### src/design/lcc_consts.svh
// Purpose: shared constants of the linear charger control block
// Assumes: included by bare name from every design file that needs it
// Notes:   definitions only
`ifndef LCC_CONSTS_SVH
`define LCC_CONSTS_SVH

// ****************************************
// host commands
// ****************************************
`define LCC_CMD_WRITE         8'h01
`define LCC_CMD_READ          8'h51

// ****************************************
// register layout and reset
// ****************************************
`define LCC_REG_RESET         8'h00
`define LCC_BIT_SUPPLY_OK     7
`define LCC_BIT_STOPPED       6
`define LCC_BIT_OVERTEMP      5
`define LCC_BIT_DIVIDER       4
`define LCC_CODE_DISABLE      4'hF

// ****************************************
// current arithmetic, tenths of a milliamp
// ****************************************
`define LCC_TRICKLE_FIXED_X10 14'h0053
`define LCC_CC_DIVISOR        14'h000C
`define LCC_TENTHS            14'h000A

// ****************************************
// serial byte framing, counted in clock-line rises
// ****************************************
`define LCC_ACK_SLOT          4'h8
`define LCC_BYTE_END          4'h9

`endif

### src/design/lcc_pkg.sv
// Purpose: types and helpers of the linear charger control block
// Assumes: nothing
// Notes:   constants live in lcc_consts.svh
package lcc_pkg;

   // ****************************************
   // types
   // ****************************************
   typedef enum logic [2:0] {
      LCC_IDLE    = 3'h0,
      LCC_TRICKLE = 3'h1,
      LCC_CC      = 3'h3,
      LCC_CV      = 3'h2,
      LCC_FULL    = 3'h6
   } lcc_stage_e;

   typedef enum logic [2:0] {
      LCC_SLEEP  = 3'h0,
      LCC_CMD    = 3'h1,
      LCC_RX     = 3'h3,
      LCC_TX     = 3'h2,
      LCC_IGNORE = 3'h6
   } lcc_link_e;

   typedef struct packed {
      logic vcc_above_bat;
      logic vbat_ge_2v5;
      logic vbat_ge_3v0;
      logic vbat_ge_4v2;
      logic vbat_le_4v0;
      logic ibat_below_cc12;
      logic temp_above_110;
      logic temp_below_85;
      logic vcc_above_3v3;
   } lcc_sense_s;

   typedef struct packed {
      logic       input_supply_ok;
      logic       charge_stopped;
      logic       overtemp_flag;
      logic       battery_divider_enable;
      logic [3:0] charge_current_select;
   } lcc_reg_s;

   // ****************************************
   // helpers
   // ****************************************
   function automatic logic [9:0] lcc_cc_ma(input logic [3:0] code);
      case (code)
         4'h0, 4'h1, 4'h2: lcc_cc_ma = 10'h064;
         4'h3:             lcc_cc_ma = 10'h096;
         4'h4:             lcc_cc_ma = 10'h0C8;
         4'h5:             lcc_cc_ma = 10'h0FA;
         4'h6:             lcc_cc_ma = 10'h12C;
         4'h7:             lcc_cc_ma = 10'h15E;
         4'h8:             lcc_cc_ma = 10'h190;
         4'h9:             lcc_cc_ma = 10'h1F4;
         4'hA:             lcc_cc_ma = 10'h258;
         4'hB:             lcc_cc_ma = 10'h2BC;
         4'hC:             lcc_cc_ma = 10'h320;
         4'hD:             lcc_cc_ma = 10'h384;
         4'hE:             lcc_cc_ma = 10'h3E8;
         default:          lcc_cc_ma = 10'h000;
      endcase
   endfunction : lcc_cc_ma

   function automatic logic lcc_charging(input lcc_stage_e st);
      lcc_charging = (st == LCC_TRICKLE) || (st == LCC_CC) || (st == LCC_CV);
   endfunction : lcc_charging

endpackage : lcc_pkg

### src/design/lcc_i2c_slave.sv
// Purpose: two-byte serial command port of the charger register
// Assumes: clock and data lines already synchronous to clk
// Notes:   first byte is the command, second is data in or out
`timescale 1ns/100ps
`include "lcc_consts.svh"

module lcc_i2c_slave
   import lcc_pkg::*;
(
   input  wire logic       clk,
   input  wire logic       rst_n,
   input  wire logic       scl_i,
   input  wire logic       sda_i,
   input  wire logic [7:0] rd_data,
   output logic            sda_oe,
   output logic            wr_stb,
   output logic [7:0]      wr_data,
   output logic            awake
);

   // ****************************************
   // line events
   // ****************************************
   logic       scl_q_r;
   logic       sda_q_r;
   lcc_link_e  st_r;
   logic [3:0] cnt_r;
   logic [7:0] sh_r;
   logic [7:0] tx_r;
   logic       oe_r;
   logic       stb_r;
   logic       awake_r;

   wire scl_rise = scl_i & ~scl_q_r;
   wire scl_fall = ~scl_i & scl_q_r;
   wire start_c  = scl_i & scl_q_r & sda_q_r & ~sda_i;
   wire stop_c   = scl_i & scl_q_r & ~sda_q_r & sda_i;
   wire is_wr    = (sh_r == `LCC_CMD_WRITE);
   wire is_rd    = (sh_r == `LCC_CMD_READ);
   wire at_ack   = scl_fall && (cnt_r == `LCC_ACK_SLOT);
   wire at_end   = scl_fall && (cnt_r == `LCC_BYTE_END);
   wire tx_bit   = scl_fall && (st_r == LCC_TX) && (cnt_r != 4'h0) && (cnt_r < `LCC_ACK_SLOT);

   assign sda_oe  = oe_r;
   assign wr_stb  = stb_r;
   assign wr_data = sh_r;
   assign awake   = awake_r;

   // ****************************************
   // byte engine
   // ****************************************
   always_ff @(posedge clk or negedge rst_n) begin
      if (!rst_n) begin
         scl_q_r <= 1'b1;
         sda_q_r <= 1'b1;
         st_r    <= LCC_SLEEP;
         cnt_r   <= 4'h0;
         sh_r    <= 8'h00;
         tx_r    <= 8'h00;
         oe_r    <= 1'b0;
         stb_r   <= 1'b0;
         awake_r <= 1'b0;
      end else begin
         scl_q_r <= scl_i;
         sda_q_r <= sda_i;
         stb_r   <= 1'b0;
         awake_r <= (st_r != LCC_SLEEP);
         if (start_c) begin
            st_r  <= LCC_CMD;
            cnt_r <= 4'h0;
            oe_r  <= 1'b0;
         end else if (stop_c) begin
            st_r  <= LCC_SLEEP;
            oe_r  <= 1'b0;
         end else if (st_r != LCC_SLEEP) begin
            if (scl_rise && (cnt_r < `LCC_BYTE_END)) begin
               cnt_r <= cnt_r + 4'h1;
               if (cnt_r < `LCC_ACK_SLOT) begin
                  sh_r <= {sh_r[6:0], sda_i};
               end
            end
            if (at_ack) begin
               case (st_r)
                  LCC_CMD:  oe_r <= is_wr | is_rd;
                  LCC_RX: begin
                     oe_r  <= 1'b1;
                     stb_r <= 1'b1;
                  end
                  default:  oe_r <= 1'b0;
               endcase
            end else if (at_end) begin
               cnt_r <= 4'h0;
               if (st_r == LCC_CMD && is_wr) begin
                  st_r <= LCC_RX;
                  oe_r <= 1'b0;
               end else if (st_r == LCC_CMD && is_rd) begin
                  st_r <= LCC_TX;
                  tx_r <= rd_data;
                  oe_r <= ~rd_data[7];
               end else begin
                  st_r <= LCC_IGNORE;
                  oe_r <= 1'b0;
               end
            end else if (tx_bit) begin
               oe_r <= ~tx_r[6];
               tx_r <= {tx_r[6:0], 1'b0};
            end
         end
      end
   end
endmodule : lcc_i2c_slave

### src/design/lcc_top.sv
// Purpose: linear charger stage control, status flags and command port
// Assumes: comparator inputs synchronous to REF_CLK
// Notes:   analogue regulation lives outside; this block picks stage and current
`timescale 1ns/100ps
`include "lcc_consts.svh"

module lcc_top
   import lcc_pkg::*;
(
   input  wire logic        REF_CLK,
   input  wire logic        ARST_N,
   input  wire lcc_sense_s  SENSE,
   input  wire logic        SCL,
   input  wire logic        SDA_I,
   output logic             SDA_O,
   output logic             SDA_OE,
   output logic             I2C_AWAKE,
   output lcc_stage_e       CHARGE_STAGE,
   output logic [13:0]      CHARGE_CURRENT_X10,
   output logic             INPUT_SUPPLY_OK,
   output logic             CHARGE_STOPPED,
   output logic             OVERTEMP_FLAG,
   output logic             BATTERY_DIVIDER_ENABLE,
   output logic [3:0]       CHARGE_CURRENT_SELECT,
   output logic             SUPPLY_LEVEL_INDICATOR_O,
   output logic             SUPPLY_LEVEL_INDICATOR_OE
);

   // ****************************************
   // declarations
   // ****************************************
   lcc_stage_e  stage_r;
   lcc_stage_e  stage_nxt;
   lcc_reg_s    reg_r;
   logic [13:0] cur_r;
   logic [13:0] cur_nxt;
   logic        sli_oe_r;
   logic        zero_r;
   logic        wr_stb;
   logic [7:0]  wr_data;

   // ****************************************
   // decode
   // ****************************************
   wire        disabled = (reg_r.charge_current_select == `LCC_CODE_DISABLE);
   wire        go       = reg_r.input_supply_ok & ~disabled;
   wire [13:0] cc_x10   = 14'(lcc_cc_ma(reg_r.charge_current_select) * `LCC_TENTHS);
   // integer division truncates, so 800mA gives 66.6mA as 666 tenths
   wire [13:0] cc12_x10 = cc_x10 / `LCC_CC_DIVISOR;
   wire [7:0]  rd_data  = reg_r;

   // ****************************************
   // stage sequence
   // ****************************************
   always_comb begin
      stage_nxt = stage_r;
      if (!go) begin
         stage_nxt = LCC_IDLE;
      end else begin
         case (stage_r)
            LCC_IDLE:    stage_nxt = LCC_TRICKLE;
            LCC_TRICKLE: if (SENSE.vbat_ge_3v0) begin
               stage_nxt = LCC_CC;
            end
            LCC_CC:      if (SENSE.vbat_ge_4v2) begin
               stage_nxt = LCC_CV;
            end
            LCC_CV:      if (SENSE.ibat_below_cc12) begin
               stage_nxt = LCC_FULL;
            end
            LCC_FULL:    if (SENSE.vbat_le_4v0) begin
               stage_nxt = LCC_TRICKLE;
            end
            default:     stage_nxt = LCC_IDLE;
         endcase
      end
   end

   always_comb begin
      case (stage_nxt)
         LCC_TRICKLE: cur_nxt = SENSE.vbat_ge_2v5 ? cc12_x10 : `LCC_TRICKLE_FIXED_X10;
         LCC_CC:      cur_nxt = cc_x10;
         LCC_CV:      cur_nxt = cc_x10;
         default:     cur_nxt = 14'h0000;
      endcase
   end

   // ****************************************
   // state and register
   // ****************************************
   always_ff @(posedge REF_CLK or negedge ARST_N) begin
      if (!ARST_N) begin
         stage_r <= LCC_IDLE;
         cur_r   <= 14'h0000;
      end else begin
         stage_r <= stage_nxt;
         cur_r   <= cur_nxt;
      end
   end

   // status bits track hardware; writes reach only the low five bits
   always_ff @(posedge REF_CLK or negedge ARST_N) begin
      if (!ARST_N) begin
         reg_r    <= `LCC_REG_RESET;
         sli_oe_r <= 1'b0;
         zero_r   <= 1'b0;
      end else begin
         reg_r.input_supply_ok <= SENSE.vcc_above_bat;
         reg_r.charge_stopped  <= ~lcc_charging(stage_nxt);
         if (SENSE.temp_above_110) begin
            reg_r.overtemp_flag <= 1'b1;
         end else if (SENSE.temp_below_85) begin
            reg_r.overtemp_flag <= 1'b0;
         end
         if (wr_stb) begin
            reg_r.battery_divider_enable <= wr_data[`LCC_BIT_DIVIDER];
            reg_r.charge_current_select  <= wr_data[3:0];
         end
         sli_oe_r <= SENSE.vcc_above_3v3;
         zero_r   <= 1'b0;
      end
   end

   lcc_i2c_slave u_port (
      .clk     (REF_CLK),
      .rst_n   (ARST_N),
      .scl_i   (SCL),
      .sda_i   (SDA_I),
      .rd_data (rd_data),
      .sda_oe  (SDA_OE),
      .wr_stb  (wr_stb),
      .wr_data (wr_data),
      .awake   (I2C_AWAKE)
   );

   assign SDA_O                     = zero_r;
   assign CHARGE_STAGE              = stage_r;
   assign CHARGE_CURRENT_X10        = cur_r;
   assign INPUT_SUPPLY_OK           = reg_r.input_supply_ok;
   assign CHARGE_STOPPED            = reg_r.charge_stopped;
   assign OVERTEMP_FLAG             = reg_r.overtemp_flag;
   assign BATTERY_DIVIDER_ENABLE    = reg_r.battery_divider_enable;
   assign CHARGE_CURRENT_SELECT     = reg_r.charge_current_select;
   assign SUPPLY_LEVEL_INDICATOR_O  = zero_r;
   assign SUPPLY_LEVEL_INDICATOR_OE = sli_oe_r;
endmodule : lcc_top

### config.mk
export PLATFORM = sky130hd
export DESIGN_NAME = lcc_top
export DESIGN_NICKNAME = d
export VERILOG_FILES = /design/src/design/lcc_pkg.sv /design/src/design/lcc_i2c_slave.sv /design/src/design/lcc_top.sv
export VERILOG_INCLUDE_DIRS = /design/src /design/src/design
export SDC_FILE = /design/constraint.sdc
export NUM_CORES = 1
export LEC_CHECK = 0
export ABC_AREA = 1
export BUFFER_PORTS_ARGS = -buffer_cell sky130_fd_sc_hd__buf_2
export CAP_MARGIN = 25
export CORE_MARGIN = 5
export CORE_UTILIZATION = 25
export CTS_BUF_LIST = sky130_fd_sc_hd__clkbuf_8
export DETAILED_ROUTE_END_ITERATION = 8
export PLACE_DENSITY = 0.5
export RECOVER_POWER = 100
export SLEW_MARGIN = 20
export SYNTH_ARGS = -nofsm -noshare
export SYNTH_HDL_FRONTEND = slang
export SYNTH_HIERARCHICAL = 1
export SYNTH_SLANG_ARGS = --single-unit
### constraint.sdc
create_clock -name REF_CLK -period 5.07 [get_ports REF_CLK]
set_input_delay 1.521 -clock REF_CLK [delete_from_list [all_inputs] [get_ports REF_CLK]]
set_output_delay 1.521 -clock REF_CLK [all_outputs]
set_load 0.05 [all_outputs]
* Word level (Yosys, flattened, before mapping)
Memory sizes are Yosys's and may differ from the RTL's.
Cells that the tools add are included.
** Word-level totals
- Bits in registers :: 53
- Bits in read-only memories :: 144
- Word-level logic and storage cells :: 128
- Memories :: 1
** Cells by class
- Add/sub/neg operators :: 1
- $mul :: 1
- Divide/modulo/power cells :: 1
- Magnitude comparators :: 2
- Equality and inequality tests :: 19
- Muxes and demuxes :: 41
- Bitwise gates (word level) :: 20
- Reductions and logical operators :: 25
** Memory list
- (no name shown) :: depth 16, bits a word 9, read ports 1, clocked after memory_dff 0, wr ports 0, RTL line lcc_pkg.sv:49 : case (code)
** Operators with widths (count)
- 3-bit two-way mux :: 12
- 7-bit two-way mux :: 4
- 14-bit one-hot mux with 2 select lines :: 1
- 4-bit two-way mux :: 6
- 3-bit by 2-bit == test with 1-bit output, second input constant :: 6
- 1-bit two-way mux :: 15
- 3-bit one-hot mux with 5 select lines :: 1
- 14-bit by 4-bit divider with 14-bit output, second input constant :: 1
- 14-bit two-way mux :: 1
- 10-bit by 3-bit multiplier with 13-bit output, second input constant :: 1
- 4-bit == test, second input constant :: 3
- 1-bit NOT :: 11
- 3-bit by 1-bit == test with 1-bit output, second input constant :: 3
- 3-bit nonzero test :: 3
- 1-bit bitwise AND :: 8
- 8-bit by 1-bit == test with 1-bit output, second input constant :: 1
- 8-bit by 7-bit == test with 1-bit output, second input constant :: 1
- 1-bit logical AND :: 8
- 4-bit less-than comparator, second input constant :: 2
- 7-bit AND reduction :: 1
- 2-bit nonzero test :: 3
- 5-bit AND reduction :: 1
- 5-bit nonzero test :: 1
- 4-bit by 1-bit adder with 4-bit output, second input constant :: 1
- 12 further kinds :: 15

* Logic depth before layout (Yosys ltp)
- Depth in word-level cells :: 11
- Mapped depth :: 44

* Modules after synthesis
The synthesis kept the hierarchy.
** By module, submodules not included
- lcc_top :: times used 1, cells each 304, area an instance 2188.3 um2, sequential area each 650.6 um2
- lcc_i2c_slave :: times used 1, cells each 201, area an instance 1540.2 um2, sequential area each 678.2 um2

* Worst setup path before layout
No wires, ideal clock.
- Kind :: register to register
- From :: register reg_r, in the netlist CHARGE_CURRENT_SELECT[1]
- To :: register cur_r[0] (netlist: CHARGE_CURRENT_X10[0])
- Library setup time :: 114 ps
- Arrival :: 4851 ps
- Required time :: 4956 ps
- Slack :: 104 ps
- Stages on the path, launching flop included :: 42
- Path buffers :: 0
- Clock period less this slack :: 4966 ps
- Path through :: dfrtp_1 inv_1 ha_1 nor2_1 inv_1 a21oi_1 nor3_1 ha_1 inv_1 fa_1 nor2_2 nor2_1 nor2_2 nand2_2 nand2_4 nand2_1 nand2_2 nand3_2 (+6 left out) nand3_1 nand3_2 nand2_2 nand2_1 nand3_1 nand2_1 nand2_1 nand2_1 o21ai_2 nand2_1 o21ai_1 nand2_2 inv_1 o21bai_1 nand3_1 nand3_1 nand2_1 inv_1
** On the way
- Cells in the longest elaborated chain, start to end :: 7
- Elaborated cells between the ends (all ways) :: 13
** RTL lines
- from (decl) :: RTL line lcc_top.sv:34 : lcc_reg_s reg_r;
- from (signal assigned) :: RTL line lcc_top.sv:104 : reg_r <= `LCC_REG_RESET;
- parallel branches: the longest is 6 deep, another holds 14-bit by 4-bit divider with 14-bit output
- 14-bit one-hot mux with 2 select lines (*) :: RTL line lcc_top.sv:80 : case (stage_nxt)
- via cur_nxt[0] :: RTL line lcc_top.sv:36 : logic [13:0] cur_nxt;
- to (signal assigned) :: RTL line lcc_top.sv:97 : cur_r <= cur_nxt;
- to (decl) :: RTL line lcc_top.sv:35 : logic [13:0] cur_r;
Mark *: on every way through the listed nets, which the timed path passes.
A chain may end at the register's enable or synchronous reset.

* Worst setup path in the final report
- From :: register reg_r, in the netlist CHARGE_CURRENT_SELECT[0]
- To :: register cur_r[0] (netlist: CHARGE_CURRENT_X10[0])
The elaborated chain is that of the path after synthesis.

==> run_results.csv <==
group,metric,value,unit
critical_path,cpMaxStageDelayCell,"dfrtp_2",
critical_path,startpoint_type,"register",
critical_path,ff2ff_setup_slack,0.18,ns
global_route,grt_pass1_wl,14600,um
critical_path,cpMostUsedCell,"nand2_2",
place,gp_congestion,0.848,
place,dp_cells,728,
critical_path,cp.depth,40,
detailed_routing,vias_per_cell,4.48,
timing,min_period_over_period,96.4,%
critical_path,worstPathMaxFanout,5,
clock_network,clkTransAtPathRegs,0.11,ns
yosys,async_flop_share,100,%
yosys,yosysSeqAreaShare,35.6,%
layout,final_area,0.00442,mm2
critical_path,worstReg2RegStart,"CHARGE_CURRENT_SELECT[0]",
yosys,netlist_instances,505,
layout,area_delta_synth_final,18.6,%
power_and_ir_drop,powerDensity,262,mW/mm2
clock_network,htreeDepth,2,
yosys,yosysTopAreaCellShare,34.2,%
run_status,status,"finished, violations left",
clock_network,cts_buffers,5,
layout,fin_util,30.3,%
layout,mostFrequentLayoutCells,"133 x nand2_1, 65 x inv_1, 49 x dfrtp_1, 41 x nor2_1, 32 x clkbuf_1",
detailed_routing,drtIter0Drc,164,
worst_hold_path,hold_class,"register to register",
global_route,antenna_found_initial,0,
yosys,yosys-top-cells-area,"dfrtp_1 34%, nand2_1 15%, ha_1 8.1%, inv_1 6.6%, nand3_1 4.8%",
clock_network,clk_latency,0.32,ns
critical_path,startpoint,"CHARGE_CURRENT_SELECT[0]",
critical_path,r2r_end,"CHARGE_CURRENT_X10[0]",
detailed_routing,first_pass_iters,4,
timing,tightest_slew,1.80,ns
global_route,first_global_vias,3214,
timing,finalClockSkew,0.0106,ns
timing,setup_viol,0,
timing,grt_setup_unrepaired,"yes",
place,portBuffers,40,
yosys,synth_edf_count,0,
critical_path,required,5.28,ns
run,cap_violations,1,
floorplanning,die_y,132,um
yosys,yosysUniqueCellTypes,42,
floorplanning,dieArea,0.0175,mm2
floorplanning,start_util,25.6,%
detailed_routing,dr_total_vias,3346,
detailed_routing,wl_per_cell,12.0,um
yosys,synth_seq_cells,53,
layout,num-nets-final,600,
critical_path,endpoint,"CHARGE_CURRENT_X10[0]",
timing,slew-limit-headroom,-19.7,%
layout,nFillCells,1577,
global_route,grt_max_degree,35,
global_route,gr-total-overflow,0,
clock_network,cts_tree,"built",
floorplanning,coreArea,0.0146,mm2
timing,finalCriticalPeriod,4.89,ns
place,dpl-instance-area,0.00414,mm2
detailed_routing,drc,0,
critical_path,arrival,5.10,ns
global_route,grtUsageTotal,9.77,%
layout,fin_cells,747,
yosys,avgSynthCellArea,7.38,um2
floorplanning,ios,43,
power_and_ir_drop,power_leakage,2.26,nW
yosys,ys_warn_count,6,
critical_path,cpPeakStageDelay,0.46,ns
place,dp_hpwl,6890,um
critical_path,worstSetupEndpointType,"register",
run_status,violations,"max-capacitance violations, max-slew violations",
power_and_ir_drop,peakVddDrop,0.0894,mV
floorplanning,rows,44,
critical_path,cp_top_family,"simple AND/OR/NAND/NOR gates",
detailed_routing,drt_wl_total,8940,um
layout,n_antenna_cell,0,
critical_path,path_class,"register to register",
critical_path,cp_num_buf_inv,4,
critical_path,reg2reg_depth,40,
clock_network,hold_buffers,0,
layout,final_common_cell,"nand2_1",
layout,layout-drive-gt1-share,21.8,%
detailed_routing,ant_nets,0,
clock_network,cts.path.max_buffers,2,
yosys,synth_flop_cell,"dfrtp_1",
timing,slew_violations,35,
timing,fmax,205,MHz
yosys,syn_area,0.00373,mm2
floorplanning,die_w,132,um
timing,hold_viol_final,0,
clock_network,cts_sinks,53,
clock_network,root_buffer,"clkbuf_8",
yosys,synth_top_area_cell,"dfrtp_1",
==> cells in the mapped netlist, drive strengths merged (2+ instances only) <==
cell,count
a21oi,10
buf,6
clkbuf,2
clkinv,2
dfrtp,51
dfstp,2
ha,24
inv,73
nand2,167
nand3,45
nand4,8
nor2,48
nor3,6
o21ai,38
o21bai,4
o22ai,5
xnor2,2
xor2,4
==> worst reg2reg max path, delay by kind of cell (launching register included) <==
kind	cells	cell delay (ns)
AOI/OAI and AO/OA	5	0.65
adders and majority gates	3	0.90
buffers and inverters	4	0.28
DFF	1	0.46
and+or+nand+nor	28	2.51
==> repair_timing <==
| action | in CTS | in global routing |
|---|---|---|
| endpoints found under the hold margin | 0 | 0 |
| resized for setup | 0 | 52 |
| buffers inserted | 0 | 11 |
| endpoints found under the setup margin | 0 | 4 |
==> through the flow <==
stage | total power [W] | setup TNS (ns) | setup slack, ns | hold slack [ns]
global route | 0.00124 | -0.442 | -0.286 | 0.513
finish | 0.00116 | 0 | 0.184 | 0.483
detailed placement | 0.000912 | 0 | 0.0556 | 0.464
floorplan | 0.000822 | 0 | 0.104 | 0.442
CTS | 0.00117 | 0 | 0.00233 | 0.489
global placement | 0.000907 | 0 | 0.121 | 0.455
==> where the power goes <==
group,leakage (nW),total [W],internal [W],switching (W)
logic,1.53,0.000374,0.000111,0.000264
registers,0.695,0.000536,0.000484,0.0000524
clock network,0.0364,0.000250,0.0000973,0.000153
==> final cells by class <==
type / count / area, um2 / share of cell area [%]
inverters: 75 / 285 / 6.45
flip-flops and latches: 53 / 1330 / 30.1
multi-input cells: 370 / 2200 / 49.7
repair buffers: 57 / 285 / 6.45
well taps: 184 / 230 / 5.21
clock inverters: 3 / 22.5 / 0.509
clock buffers: 5 / 68.8 / 1.56
==> how the worst min path moves through the flow <==
stage	startpoint	end	slack, ns	cells past startpoint
floorplan	u_port/tx_r[0]	u_port/tx_r[0]	0.44	2
global placement	u_port/tx_r[3]	u_port/tx_r[3]	0.46	2
detailed placement	u_port/tx_r[5]	u_port/tx_r[5]	0.46	2
CTS	u_port/tx_r[5]	u_port/tx_r[5]	0.49	2
global route	u_port/tx_r[2]	u_port/tx_r[2]	0.51	2
finish	u_port/tx_r[5]	u_port/tx_r[5]	0.48	2
==> routing by layer <==
metal	track usage (%)	vias to the layer above	wire length [um]
met2	16.7	42	4310
met3	1.56	11	284
met1	12.4	1581	4160
met5	0	-	0
li1	-	1712	-
met4	3.60	0	185
==> registers in the layout (all words and copies together) (netlist names), 3 cells and up <==
| signal | flops |
|---|---|
| u_port/st_r | 3 |
| CHARGE_CURRENT_X10 | 14 |
| u_port/wr_data | 8 |
| u_port/cnt_r | 4 |
| CHARGE_STAGE | 3 |
| u_port/tx_r | 7 |
| CHARGE_CURRENT_SELECT | 4 |
==> cell families (layout without fill, tap and decap cells) <==
logic type / after synthesis / count (layout) / synth area share, %
xor+xnor: 6 / 6 / 1.41
flops: 53 / 53 / 35.6
simple gates: 275 / 275 / 34.7
compound gates: 61 / 61 / 9.80
buf+inv: 83 / 140 / 9.43
other cells: 1 / 2 / 0.101
mux: 1 / 1 / 0.302
fa+ha+maj: 25 / 25 / 8.59
No activity file was read; power rests on OpenSTA's default activity.
